**src/core/phy_status_pkg.sv**
```systemverilog
/*
  package for the basic status and identifier register bank: offsets,
  field positions, reset values and the bus response codes.
  assumes a 32-bit axi4-lite register bus, one register per aligned word.
*/
package phy_status_pkg;

  // ----------------------------------------
  // register indices and bus address width
  // ----------------------------------------
  localparam logic [4:0] idx_basic_link_status = 5'h01;
  localparam logic [4:0] idx_vendor_identifier_high = 5'h02;
  localparam logic [4:0] idx_vendor_identifier_low = 5'h03;
  localparam logic [4:0] idx_event_mask = 5'h10;
  localparam logic [4:0] idx_event_status = 5'h11;
  localparam int addr_w = 8;

  // ----------------------------------------
  // status register bit positions
  // ----------------------------------------
  localparam int pos_fast_full_duplex_able = 14;
  localparam int pos_fast_half_duplex_able = 13;
  localparam int pos_slow_full_duplex_able = 12;
  localparam int pos_slow_half_duplex_able = 11;
  localparam int pos_gigabit_status_present = 8;
  localparam int pos_short_frame_accept = 6;
  localparam int pos_negotiation_done = 5;
  localparam int pos_remote_fault = 4;
  localparam int pos_negotiation_capable = 3;
  localparam int pos_link_up_latched = 2;
  localparam int pos_jabber_seen = 1;
  localparam int pos_extended_set_present = 0;
  localparam int ext_status_addr = 32'h0000000f;

  // ----------------------------------------
  // identifier layout
  // ----------------------------------------
  localparam int org_id_w = 24;
  localparam int model_w = 6;
  localparam int revision_w = 4;
  localparam int pos_org_id_lower = 10;
  localparam int pos_model = 4;
  localparam int pos_revision = 0;

  // ----------------------------------------
  // event status / mask bits
  // ----------------------------------------
  localparam int ev_w = 3;
  localparam int ev_remote_fault = 0;
  localparam int ev_jabber = 1;
  localparam int ev_link_loss = 2;
  localparam logic [ev_w-1:0] mask_reset = 3'h0;

  localparam logic [1:0] resp_okay = 2'h0;
  localparam logic [1:0] resp_slverr = 2'h2;

endpackage

```
**src/core/phy_basic_status_and_id_regs.sv**
```systemverilog
/*
  basic status register and the two identifier registers of an ethernet
  transceiver, with an event status/mask pair, behind an axi4-lite slave.
  assumes link, negotiation, remote fault and jabber inputs are synchronous
  to clock_in; one outstanding write and one read at a time.
*/
// Design decision made here: the AXI4-Lite interface to the registers.
`timescale 1ns/1ps
`default_nettype none

module phy_basic_status_and_id_regs
  import phy_status_pkg::*;
#(
  // arbitrary neutral identity values
  parameter logic [org_id_w-1:0] org_id = 24'h5a5a5a,
  parameter logic [model_w-1:0] model_number = 6'h15,
  parameter logic [revision_w-1:0] revision_number = 4'h1,
  parameter bit id_zero = 1'b0
) (
  input wire logic clock_in,
  input wire logic sys_rst_in,
  input wire logic link_up_in,
  input wire logic negotiation_done_in,
  input wire logic remote_fault_in,
  input wire logic jabber_in,
  input wire logic [addr_w-1:0] s_axi_awaddr_in,
  input wire logic s_axi_awvalid_in,
  output logic s_axi_awready_out,
  input wire logic [31:0] s_axi_wdata_in,
  input wire logic [3:0] s_axi_wstrb_in,
  input wire logic s_axi_wvalid_in,
  output logic s_axi_wready_out,
  output logic [1:0] s_axi_bresp_out,
  output logic s_axi_bvalid_out,
  input wire logic s_axi_bready_in,
  input wire logic [addr_w-1:0] s_axi_araddr_in,
  input wire logic s_axi_arvalid_in,
  output logic s_axi_arready_out,
  output logic [31:0] s_axi_rdata_out,
  output logic [1:0] s_axi_rresp_out,
  output logic s_axi_rvalid_out,
  input wire logic s_axi_rready_in,
  output logic irq_out
);

  typedef struct packed {
    logic aw_held;
    logic [addr_w-1:0] aw_addr;
    logic w_held;
    logic [31:0] w_data;
    logic [3:0] w_strb;
    logic bvalid;
    logic [1:0] bresp;
    logic rvalid;
    logic [31:0] rdata;
    logic [1:0] rresp;
    logic negotiation_done;
    logic remote_fault;
    logic link_up_latched;
    logic jabber_seen;
    logic [ev_w-1:0] ev_status;
    logic [ev_w-1:0] ev_mask;
  } state_t;

  state_t st;
  state_t next_st;

  // ----------------------------------------
  // read-only images
  // ----------------------------------------
  logic [15:0] status_word;
  logic [15:0] id_high;
  logic [15:0] id_low;
  logic [31:0] full_id;

  always_comb begin
    status_word = 16'h0000; // reserved bits stay 0
    status_word[pos_fast_full_duplex_able] = 1'b1;
    status_word[pos_fast_half_duplex_able] = 1'b1;
    status_word[pos_slow_full_duplex_able] = 1'b1;
    status_word[pos_slow_half_duplex_able] = 1'b1;
    status_word[pos_gigabit_status_present] = 1'b1;
    status_word[pos_short_frame_accept] = 1'b1;
    status_word[pos_negotiation_done] = st.negotiation_done;
    status_word[pos_remote_fault] = st.remote_fault;
    status_word[pos_negotiation_capable] = 1'b1;
    status_word[pos_link_up_latched] = st.link_up_latched;
    status_word[pos_jabber_seen] = st.jabber_seen;
    status_word[pos_extended_set_present] = 1'b1;
  end

  // org id bit n (1 = msb) sits at vector index 24-n, so bits 3..18 are [21:6]
  assign full_id = id_zero ? 32'h00000000 :
    {org_id[21:0], model_number, revision_number};
  assign id_high = full_id[31:16];
  assign id_low = full_id[15:0];

  // ----------------------------------------
  // next-state logic
  // ----------------------------------------
  logic rd_fire;
  logic rd_status;
  logic rd_events;
  logic wr_go;
  logic [4:0] rd_idx;
  logic [4:0] wr_idx;
  logic rd_ok;
  logic [31:0] rd_word;

  assign rd_fire = s_axi_arvalid_in && s_axi_arready_out;
  assign rd_idx = s_axi_araddr_in[6:2];
  assign wr_idx = st.aw_addr[6:2];
  assign rd_status = rd_fire && rd_ok && rd_idx == idx_basic_link_status;
  assign rd_events = rd_fire && rd_ok && rd_idx == idx_event_status;
  assign wr_go = st.aw_held && st.w_held && !st.bvalid;

  always_comb begin
    rd_ok = (s_axi_araddr_in[1:0] == 2'h0) && (s_axi_araddr_in[addr_w-1:7] == '0);
    rd_word = 32'h00000000;
    case (rd_idx)
      idx_basic_link_status: rd_word = {16'h0000, status_word};
      idx_vendor_identifier_high: rd_word = {16'h0000, id_high};
      idx_vendor_identifier_low: rd_word = {16'h0000, id_low};
      idx_event_mask: rd_word = {29'h0, st.ev_mask};
      idx_event_status: rd_word = {29'h0, st.ev_status};
      default: rd_ok = 1'b0;
    endcase
  end

  always_comb begin
    logic [ev_w-1:0] ev_set;
    ev_set = '0;
    next_st = st;

    // write path: address and data taken in either order
    if (s_axi_awvalid_in && s_axi_awready_out) begin
      next_st.aw_held = 1'b1;
      next_st.aw_addr = s_axi_awaddr_in;
    end
    if (s_axi_wvalid_in && s_axi_wready_out) begin
      next_st.w_held = 1'b1;
      next_st.w_data = s_axi_wdata_in;
      next_st.w_strb = s_axi_wstrb_in;
    end
    if (wr_go) begin
      next_st.aw_held = 1'b0;
      next_st.w_held = 1'b0;
      next_st.bvalid = 1'b1;
      next_st.bresp = resp_okay;
      // status and id registers swallow writes silently
      if (wr_idx == idx_event_mask && st.aw_addr[addr_w-1:7] == '0 && st.aw_addr[1:0] == 2'h0) begin
        if (st.w_strb[0]) begin
          next_st.ev_mask = st.w_data[ev_w-1:0];
        end
      end else if (!(wr_idx inside {idx_basic_link_status, idx_vendor_identifier_high,
                     idx_vendor_identifier_low, idx_event_status}) ||
                   st.aw_addr[addr_w-1:7] != '0 || st.aw_addr[1:0] != 2'h0) begin
        next_st.bresp = resp_slverr;
      end
    end
    if (st.bvalid && s_axi_bready_in) begin
      next_st.bvalid = 1'b0;
    end

    // read path
    if (rd_fire) begin
      next_st.rvalid = 1'b1;
      next_st.rdata = rd_word;
      next_st.rresp = rd_ok ? resp_okay : resp_slverr;
    end else if (st.rvalid && s_axi_rready_in) begin
      next_st.rvalid = 1'b0;
    end

    // live status: events win over the clear-on-read in the same cycle
    next_st.negotiation_done = negotiation_done_in;
    if (rd_status) begin
      next_st.remote_fault = 1'b0;
      next_st.jabber_seen = 1'b0;
      next_st.link_up_latched = link_up_in;
    end
    if (remote_fault_in) begin
      next_st.remote_fault = 1'b1;
    end
    if (jabber_in) begin
      next_st.jabber_seen = 1'b1;
    end
    if (!link_up_in) begin
      next_st.link_up_latched = 1'b0;
    end else if (!st.link_up_latched && !rd_status) begin
      next_st.link_up_latched = 1'b0;
    end

    // sticky events; read clears them, a fresh event survives the read
    ev_set[ev_remote_fault] = remote_fault_in && !st.remote_fault;
    ev_set[ev_jabber] = jabber_in && !st.jabber_seen;
    ev_set[ev_link_loss] = !link_up_in && st.link_up_latched;
    if (rd_events) begin
      next_st.ev_status = ev_set;
    end else begin
      next_st.ev_status = st.ev_status | ev_set;
    end
  end

  always_ff @(posedge clock_in) begin
    if (sys_rst_in) begin
      st <= '0; // negotiation_done and latched flags reset to 0
      st.ev_mask <= mask_reset;
      st.bresp <= resp_okay;
      st.rresp <= resp_okay;
    end else begin
      st <= next_st;
    end
  end

  // ----------------------------------------
  // outputs
  // ----------------------------------------
  assign s_axi_awready_out = !st.aw_held && !st.bvalid;
  assign s_axi_wready_out = !st.w_held && !st.bvalid;
  assign s_axi_bvalid_out = st.bvalid;
  assign s_axi_bresp_out = st.bresp;
  // a read waits for the previous answer to drain, one at a time
  assign s_axi_arready_out = !st.rvalid;
  assign s_axi_rvalid_out = st.rvalid;
  assign s_axi_rdata_out = st.rdata;
  assign s_axi_rresp_out = st.rresp;
  assign irq_out = |(st.ev_status & st.ev_mask);

  // ----------------------------------------
  // assertions
  // ----------------------------------------
  // patterns rebuilt from the field positions, so a moved bit moves them too and is not caught here
  localparam logic [15:0] fixed_bits = 16'((1 << pos_fast_full_duplex_able) | (1 << pos_fast_half_duplex_able) |
    (1 << pos_slow_full_duplex_able) | (1 << pos_slow_half_duplex_able) |
    (1 << pos_gigabit_status_present) | (1 << pos_short_frame_accept) |
    (1 << pos_negotiation_capable) | (1 << pos_extended_set_present));
  localparam logic [15:0] live_bits = 16'((1 << pos_negotiation_done) | (1 << pos_remote_fault) |
    (1 << pos_link_up_latched) | (1 << pos_jabber_seen));

  logic rd_id_high;
  logic rd_id_low;
  logic wr_ro;

  assign rd_id_high = rd_fire && rd_ok && rd_idx == idx_vendor_identifier_high;
  assign rd_id_low = rd_fire && rd_ok && rd_idx == idx_vendor_identifier_low;
  assign wr_ro = wr_go && st.aw_addr[1:0] == 2'h0 && st.aw_addr[addr_w-1:7] == '0 &&
    (wr_idx inside {idx_basic_link_status, idx_vendor_identifier_high, idx_vendor_identifier_low});
endmodule

`default_nettype wire

```
**config.mk**
```make
export PLATFORM = sky130hd
export DESIGN_NAME = phy_basic_status_and_id_regs
export DESIGN_NICKNAME = d
export VERILOG_FILES = /design/src/core/phy_status_pkg.sv /design/src/core/phy_basic_status_and_id_regs.sv
export SDC_FILE = /design/constraint.sdc
export NUM_CORES = 1
export LEC_CHECK = 0
export BUFFER_PORTS_ARGS = -buffer_cell sky130_fd_sc_hd__buf_2
export CAP_MARGIN = 10
export CORE_ASPECT_RATIO = 0.8
export CORE_MARGIN = 2
export CORE_UTILIZATION = 44
export DETAILED_ROUTE_END_ITERATION = 10
export PLACE_DENSITY_LB_ADDON = 0.1
export SLEW_MARGIN = 20
export SYNTH_ARGS = -nofsm -noshare
export SYNTH_HDL_FRONTEND = slang
export SYNTH_SLANG_ARGS = --single-unit
```
**constraint.sdc**
```tcl
create_clock -name clock_in -period 2 [get_ports clock_in]
set_clock_uncertainty 0.15 [all_clocks]
set_input_delay 0.3 -clock clock_in [delete_from_list [all_inputs] [get_ports clock_in]]
set_output_delay 0.3 -clock clock_in [all_outputs]
set_load 0.01 [all_outputs]
```
==> results of run 1 <==
-- report_power, final --
part | total [uW] | internal (uW) | leakage (uW) | switching (uW)
Clock | 518 | 281 | 0.0000455 | 237
Combinational | 225 | 102 | 0.000574 | 123
Sequential | 779 | 753 | 0.000295 | 26.4
Total | 1520 | 1140 | 0.000914 | 386
-- worst register-to-register path, cell delays in order, from the launching register on --
cell and delay (ns):
dfxtp_1 0.31, or4_4 0.55, and4bb_4 0.37, mux2i_1 0.19
-- cell type report --
type | count | area [sq um]
flip-flops and latches | 36 | 721
clock buffers | 8 | 90.1
multi-input cells | 139 | 885
repair buffers | 54 | 280
inverters | 4 | 15.0
fillers | 438 | 2060
well taps | 57 | 71.3
-- metal layers --
| metal | part of all wire | routed length [microns] | up-vias |
|---|---|---|---|
| li1 | - | - | 724 |
| met5 | 0 | 0 | - |
| met1 | 0.53 | 1780 | 623 |
| met2 | 0.39 | 1330 | 51 |
| met3 | 0.060 | 203 | 7 |
| met4 | 0.021 | 70 | 0 |
-- cell families (layout without fill, tap and decap cells) --
kind of cell	Yosys count	in the layout	synth area share
AOI/OAI and AO/OA	28	28	0.117
buffers and inverters	50	66	0.176
DFF	36	36	0.389
muxes	18	18	0.0993
other	1	22	0.00202
and+or+nand+nor	71	71	0.217
-- final timing paths --
| kind | startpoint | end | slack [ns] | cells past startpoint |
|---|---|---|---|---|
| max | st[86]$_SDFFE_PP0P_ | st[2]$_SDFFE_PP0P_ | 0.37 | 3 |
| max reg2reg | st[86]$_SDFFE_PP0P_ | st[2]$_SDFFE_PP0P_ | 0.37 | 3 |
| min reg2reg | s_axi_rdata_out[12]$_SDFFE_PP0P_ | s_axi_rdata_out[12]$_SDFFE_PP0P_ | 0.30 | 2 |
| min | negotiation_done_in | st[9]$_SDFF_PP0_ | 0.09 | 2 |
-- layout by cell type (no fill, tap or decap), drive strengths merged, types with 2 or more instances in the layout --
cell type	n
a211oi	3
a21oi	8
a311oi	4
a32oi	2
and3b	2
buf	54
clkbuf	8
conb	22
dfxtp	36
inv	4
mux2	3
mux2i	15
nand2	5
nand2b	7
nor2	28
nor2b	6
nor3	9
nor3b	3
o211ai	2
o2bb2ai	3
or3	2
or4	2
-- per-stage QoR --
step,area (sq um),hold slack (ns),utilization
floorplan,1930,0.259,-
global route,2060,0.0927,0.500
CTS,2060,0.0798,0.500
detailed placement,1970,0.294,0.478
finish,2060,0.0851,0.500
global placement,1970,0.291,0.478
-- registers in the layout, summed over array words and instances, names as in the netlist --
name	count
s_axi_bvalid_out	1
s_axi_rdata_out	8
s_axi_bresp_out	1
st	24
s_axi_rvalid_out	1
s_axi_rresp_out	1
==> summary.txt, run 1 <==
Worst setup path
  – Slowest-stage cell, CP: or4_4
  – Arrival time worst endpoint: 1.69 ns
  – Worst EP required: 2.06 ns
  – Crit path cell chain: or4_4, and4bb_4, mux2i_1
  – Kind of critical path: register to register
  – CP endpoint kind: register
  – Worst-path maximum fanout: 3
  – Peak per-stage delay on the critical path: 0.55 ns
  – Startpoint Class: register
  – Delay-heaviest family, CP: simple AND/OR/NAND/NOR gates
  – CP Buf/Inv Count: 0

Logic synthesis
  – Yosys top cell area share: 0.389
  – Synthesized area per cell: 9.08 sq um
  – Prevailing post-synth register cell: dfxtp_1
  – Post-synth EDFFs: 0
  – Async SR Flop Fraction: 0
  – Seq cells post-synth: 36
  – Cell variety after synth: 39
  – Synth warnings: 0
  – Top cells by area, synth: dfxtp_1 39%, buf_4 15%, mux2i_1 8.1%, nor2_1 5.7%, nand2b_1 2.4%
  – Mapped Cells: 204
  – List of most frequent post-synthesis cells: 36 x buf_4, 36 x dfxtp_1, 28 x nor2_1
  – Seq/Total Area, Yosys: 0.389
  – Dominant cell type by area after synthesis: dfxtp_1
  – Post-Syn Area: 0.00185 sq mm

Global routing
  – Top Usage Layer GRT: met1
  – Largest net degree at the start of global routing: 38
  – Vias in the first global route: 1184
  – First-pass GRT wire length: 5470 microns
  – Total global routing overflow: 0
  – M2 GR Usage: 0.210
  – GR Util met1: 0.216
  – Antenna violations before repair: 0
  – GRT Total Usage: 0.151
  – Met3 GRT Util: 0.0419

Die
  – Core Rows: 21
  – Top Ports: 105
  – Die width: 76.6 microns
  – DIE AREA: 0.00475 sq mm
  – Starting Density: 0.449
  – Core area: 0.00413 sq mm
  – Die height: 62.0 microns

Drt
  – Routed len/inst: 11.4 microns
  – DR DRC count: 0
  – Final ANT Viol Nets: 0
  – Vias per cell: 4.71
  – DRT Wirelength: 3390 microns
  – Initial DRC Count: 48
  – DRT Pass-1 Iters: 4
  – Routed vias: 1405

Timing
  – TNS Setup: 0 ns
  – Worst-Margin Slew: 0.500 ns
  – Maximum clock frequency: 615 MHz
  – Worst setup margin: 0.374 ns
  – Final min period: 1.63 ns
  – Max-slew headroom: 0.662
  – Pins Over Slew Limit: 0
  – Final period util: 0.813
  – Fin. Hold Viols: 0
  – RSZ-0062 raised after global routing: no
  – Final setup vio count: 0

CTS
  – Clock buffer depth: 2
  – Clock Tree Root: clkbuf_8
  – Hold buffers post-CTS: 0
  – CTS clk-pin slew, worst paths: 0.06 ns
  – CTS buffer count: 5
  – H-tree Lvls: 2
  – Post-CTS Resized: 0
  – # clock sinks: 36
  – Post-CTS Setup Inserts: 0
  – CTS tree: done
  – Clk Latency, worst-skew pair: 0.28 ns

Placed design
  – I/O Buffers: 50
  – Placed Instances: 290
  – Hpwl dp: 2530 microns
  – Pre-CTS setup slack: 0.396 ns
  – Routability Congestion: 0.727

Cells and area
  – Final-stage net count: 303
  – Ant diodes: 0
  – Post-route insts no fill: 298
  – Area delta synth->final: 11.3%
  – Share of layout cells above drive strength 1: 0.290

Pwr
  – PwrDens: 738 mW/mm^2
  – Total power: 1520 uW
  – Max VDD drop: 353 uV
  – Leakage power: 0.000914 uW

Run
  – Max-Cap Viols: 0

Status
  – Outcome: completed

Hold path
  – Worst Hold Class: input port to register
No activity file was read; power rests on OpenSTA's default activity.
==> run 2: changes to the inputs <==
- ABC_AREA: unset -> 1
- CORE_UTILIZATION: 44 -> 39
- clock period: 2 -> 1.3 ns (I/O delays scaled with it)
==> run 2 against run 1 <==
Synthesized area decreased by 2.3%. Combinational power increased by 88%. Clock power increased by 54%. Sequential cell count unchanged. Critical endpoint is now s_axi_awready_out.
==> summary.txt, run 2 <==
Logic synthesis
  – Async SR Flop Fraction: 0
  – Mapped Cells: 246
  – Cell variety after synth: 26
  – List of most frequent post-synthesis cells: 44 x nand2_1, 37 x nor2_1, 36 x buf_4, 36 x dfxtp_1, 19 x a21oi_1
  – Synth warnings: 0
  – Largest family of logic cells by synthesized area: simple AND/OR/NAND/NOR gates
  – Post-Synth Adder-Cell Area: 0
  – Top cells by area, synth: dfxtp_1 40%, buf_4 15%, nand2_1 9.1%, nor2_1 7.7%, a21oi_1 5.3%
  – Seq cells post-synth: 36
  – Dominant cell type by area after synthesis: dfxtp_1
  – Post-Syn Area: 0.00181 sq mm
  – Post-Synth XOR/XNOR Area: 0
  – Mux cell area share after synthesis: 0
  – Synthesized area per cell: 7.36 sq um
  – Simple logic cell fraction of the synthesized area: 0.287
  – Prevailing post-synth register cell: dfxtp_1
  – Seq/Total Area, Yosys: 0.398
  – Top-count cell post-synth: nand2_1
  – Compound-Gate Fraction of Synth Area: 0.110
  – Yosys top cell area share: 0.398
  – Post-synth EDFFs: 0

Placed design
  – Area after DPL: 0.00202 sq mm
  – Hpwl dp: 2810 microns
  – Routability Congestion: 0.842
  – Pre-CTS setup slack: 0.0115 ns
  – I/O Buffers: 50
  – Placed Instances: 349

Cells and area
  – Final Util: 0.488
  – Fill count: 494
  – Area delta synth->final: 21.6%
  – Biggest register: st
  – Ant diodes: 0
  – Share of layout cells above drive strength 1: 0.358
  – Most common cell after layout, fill and taps aside: buf_2
  – Final instance area: 0.00220 sq mm
  – Max FFs per register: 24
  – Most frequent cells in the layout: 50 x buf_2, 39 x nand2_1, 32 x nor2_1, 30 x dfxtp_1, 22 x conb_1
  – Post-route insts no fill: 359
  – Final-stage net count: 361

Pwr
  – Total power: 2440 uW
  – Max VDD drop: 732 uV
  – PwrDens: 1110 mW/mm^2
  – Leakage power: 0.00107 uW

Drt
  – Routed len/inst: 9.99 microns
  – DR DRC count: 0
  – DRT Wirelength: 3590 microns
  – Routed vias: 1558
  – Vias per cell: 4.34
  – DRT Pass-1 Iters: 4
  – Final ANT Viol Nets: 0
  – Initial DRC Count: 53

Die
  – DIE AREA: 0.00521 sq mm
  – Die height: 64.9 microns
  – Die width: 80.2 microns
  – Core Rows: 22
  – Core area: 0.00451 sq mm
  – Top Ports: 105
  – Starting Density: 0.401

Timing
  – Final min period: 1.29 ns
  – Fin. Hold Viols: 0
  – Final setup vio count: 0
  – Maximum clock frequency: 777 MHz
  – Final period util: 0.990
  – Worst setup margin: 0.0134 ns
  – RSZ-0062 raised after global routing: yes
  – Pins Over Slew Limit: 0

Worst setup path
  – Worst EP required: 0.95 ns
  – Slowest-stage cell, CP: dfxtp_1
  – Worst-path maximum fanout: 3
  – Startpoint Class: register
  – Peak per-stage delay on the critical path: 0.34 ns
  – Kind of critical path: register to output pin
  – CP Buf/Inv Count: 1
  – Crit path cell chain: nor2_2, buf_2
  – Arrival time worst endpoint: 0.94 ns
  – CP endpoint kind: output pin
  – R2R Setup Slk: 0.04 ns
  – Delay-heaviest family, CP: flip-flops

CTS
  – CTS tree: done
  – H-tree Lvls: 2
  – Clock buffer depth: 2
  – Clock Tree Root: clkbuf_8
  – CTS clk-pin slew, worst paths: 0.07 ns
  – # clock sinks: 36
  – CTS buffer count: 5
  – Clk Latency, worst-skew pair: 0.28 ns
  – Post-CTS Setup Inserts: 0

Global routing
  – Largest net degree at the start of global routing: 20
  – Vias in the first global route: 1302
  – Antenna violations before repair: 0
  – GRT Total Usage: 0.150
  – Total global routing overflow: 0
  – First-pass GRT wire length: 6000 microns

Hold path
  – Worst Hold Class: input port to register

Run
  – Max-Cap Viols: 0

Status
  – Outcome: completed
[run 2: cell types whose count changed after synthesis, moves of 5 or more]
cell      before  now
a21oi_1        8   19
nor2_1        28   37
clkbuf_1       7    2
nand2b_1       7    0
nor3_1         8    0
nor2b_1        6    0
inv_1          4   15
nand4_1        0    7
nand2_1        5   44
mux2i_1       15    0
inv_2          0    5
o21ai_0        0   15
nand3_1        1    6
[run 2: kinds of logic (layout without fill, tap and decap cells)]
group	after synthesis	count (layout)
AO/OA/AOI/OAI	38	38
buffers and inverters	60	92
flip-flops	36	36
other	1	22
AND/OR/NAND/NOR	111	111
[run 2: repair_timing]
item	in CTS	in global routing
hold buffers	2	0
endpoints found under the hold margin	2	0
resized for setup	2	20
pin swaps	0	3
setup endpoints to repair	1	18
[run 2: worst paths after layout]
check,endpoint,cells past startpoint,startpoint
min,st[8]$_SDFFE_PP0P_,3,remote_fault_in
max reg2reg,st[2]$_SDFFE_PP0P_,6,st[89]$_SDFFE_PP0P_
min reg2reg,s_axi_rdata_out[1]$_SDFFE_PP0P_,2,s_axi_rdata_out[1]$_SDFFE_PP0P_
max,s_axi_awready_out,2,st[93]$_SDFFE_PP0P_
[run 2: power breakdown]
| group | switching, uW | internal [uW] |
|---|---|---|
| clock | 364 | 432 |
| combinational | 249 | 174 |
| sequential | 45.6 | 1180 |
| total | 658 | 1780 |
[run 2: final cells by class]
type	instances	area (sq um)	area share
inverters	20	78.8	0.0358
clock buffers	8	90.1	0.0409
flip-flops and latches	36	728	0.331
repair buffers	64	373	0.169
multi-input cells	171	857	0.389
well taps	60	75.1	0.0341
[run 2: per-layer routing]
layer | global-route usage | wire length [microns]
met1 | 0.220 | 1890
met2 | 0.201 | 1450
met3 | 0.0585 | 219
met4 | 0.0381 | 25
met5 | 0 | 0
[run 2: worst min-delay path, stage by stage]
cell and delay [ns]:
buf_2 0.10, inv_1 0.04, a21oi_1 0.05
[run 2: per-stage QoR]
stage                     TNS (ns)  hold WS (ns)
after floorplan                  0         0.114
final                            0        0.0170
after detailed placement         0         0.255
after global placement           0         0.261
after CTS                        0       0.00940
after global routing        -0.232        0.0208
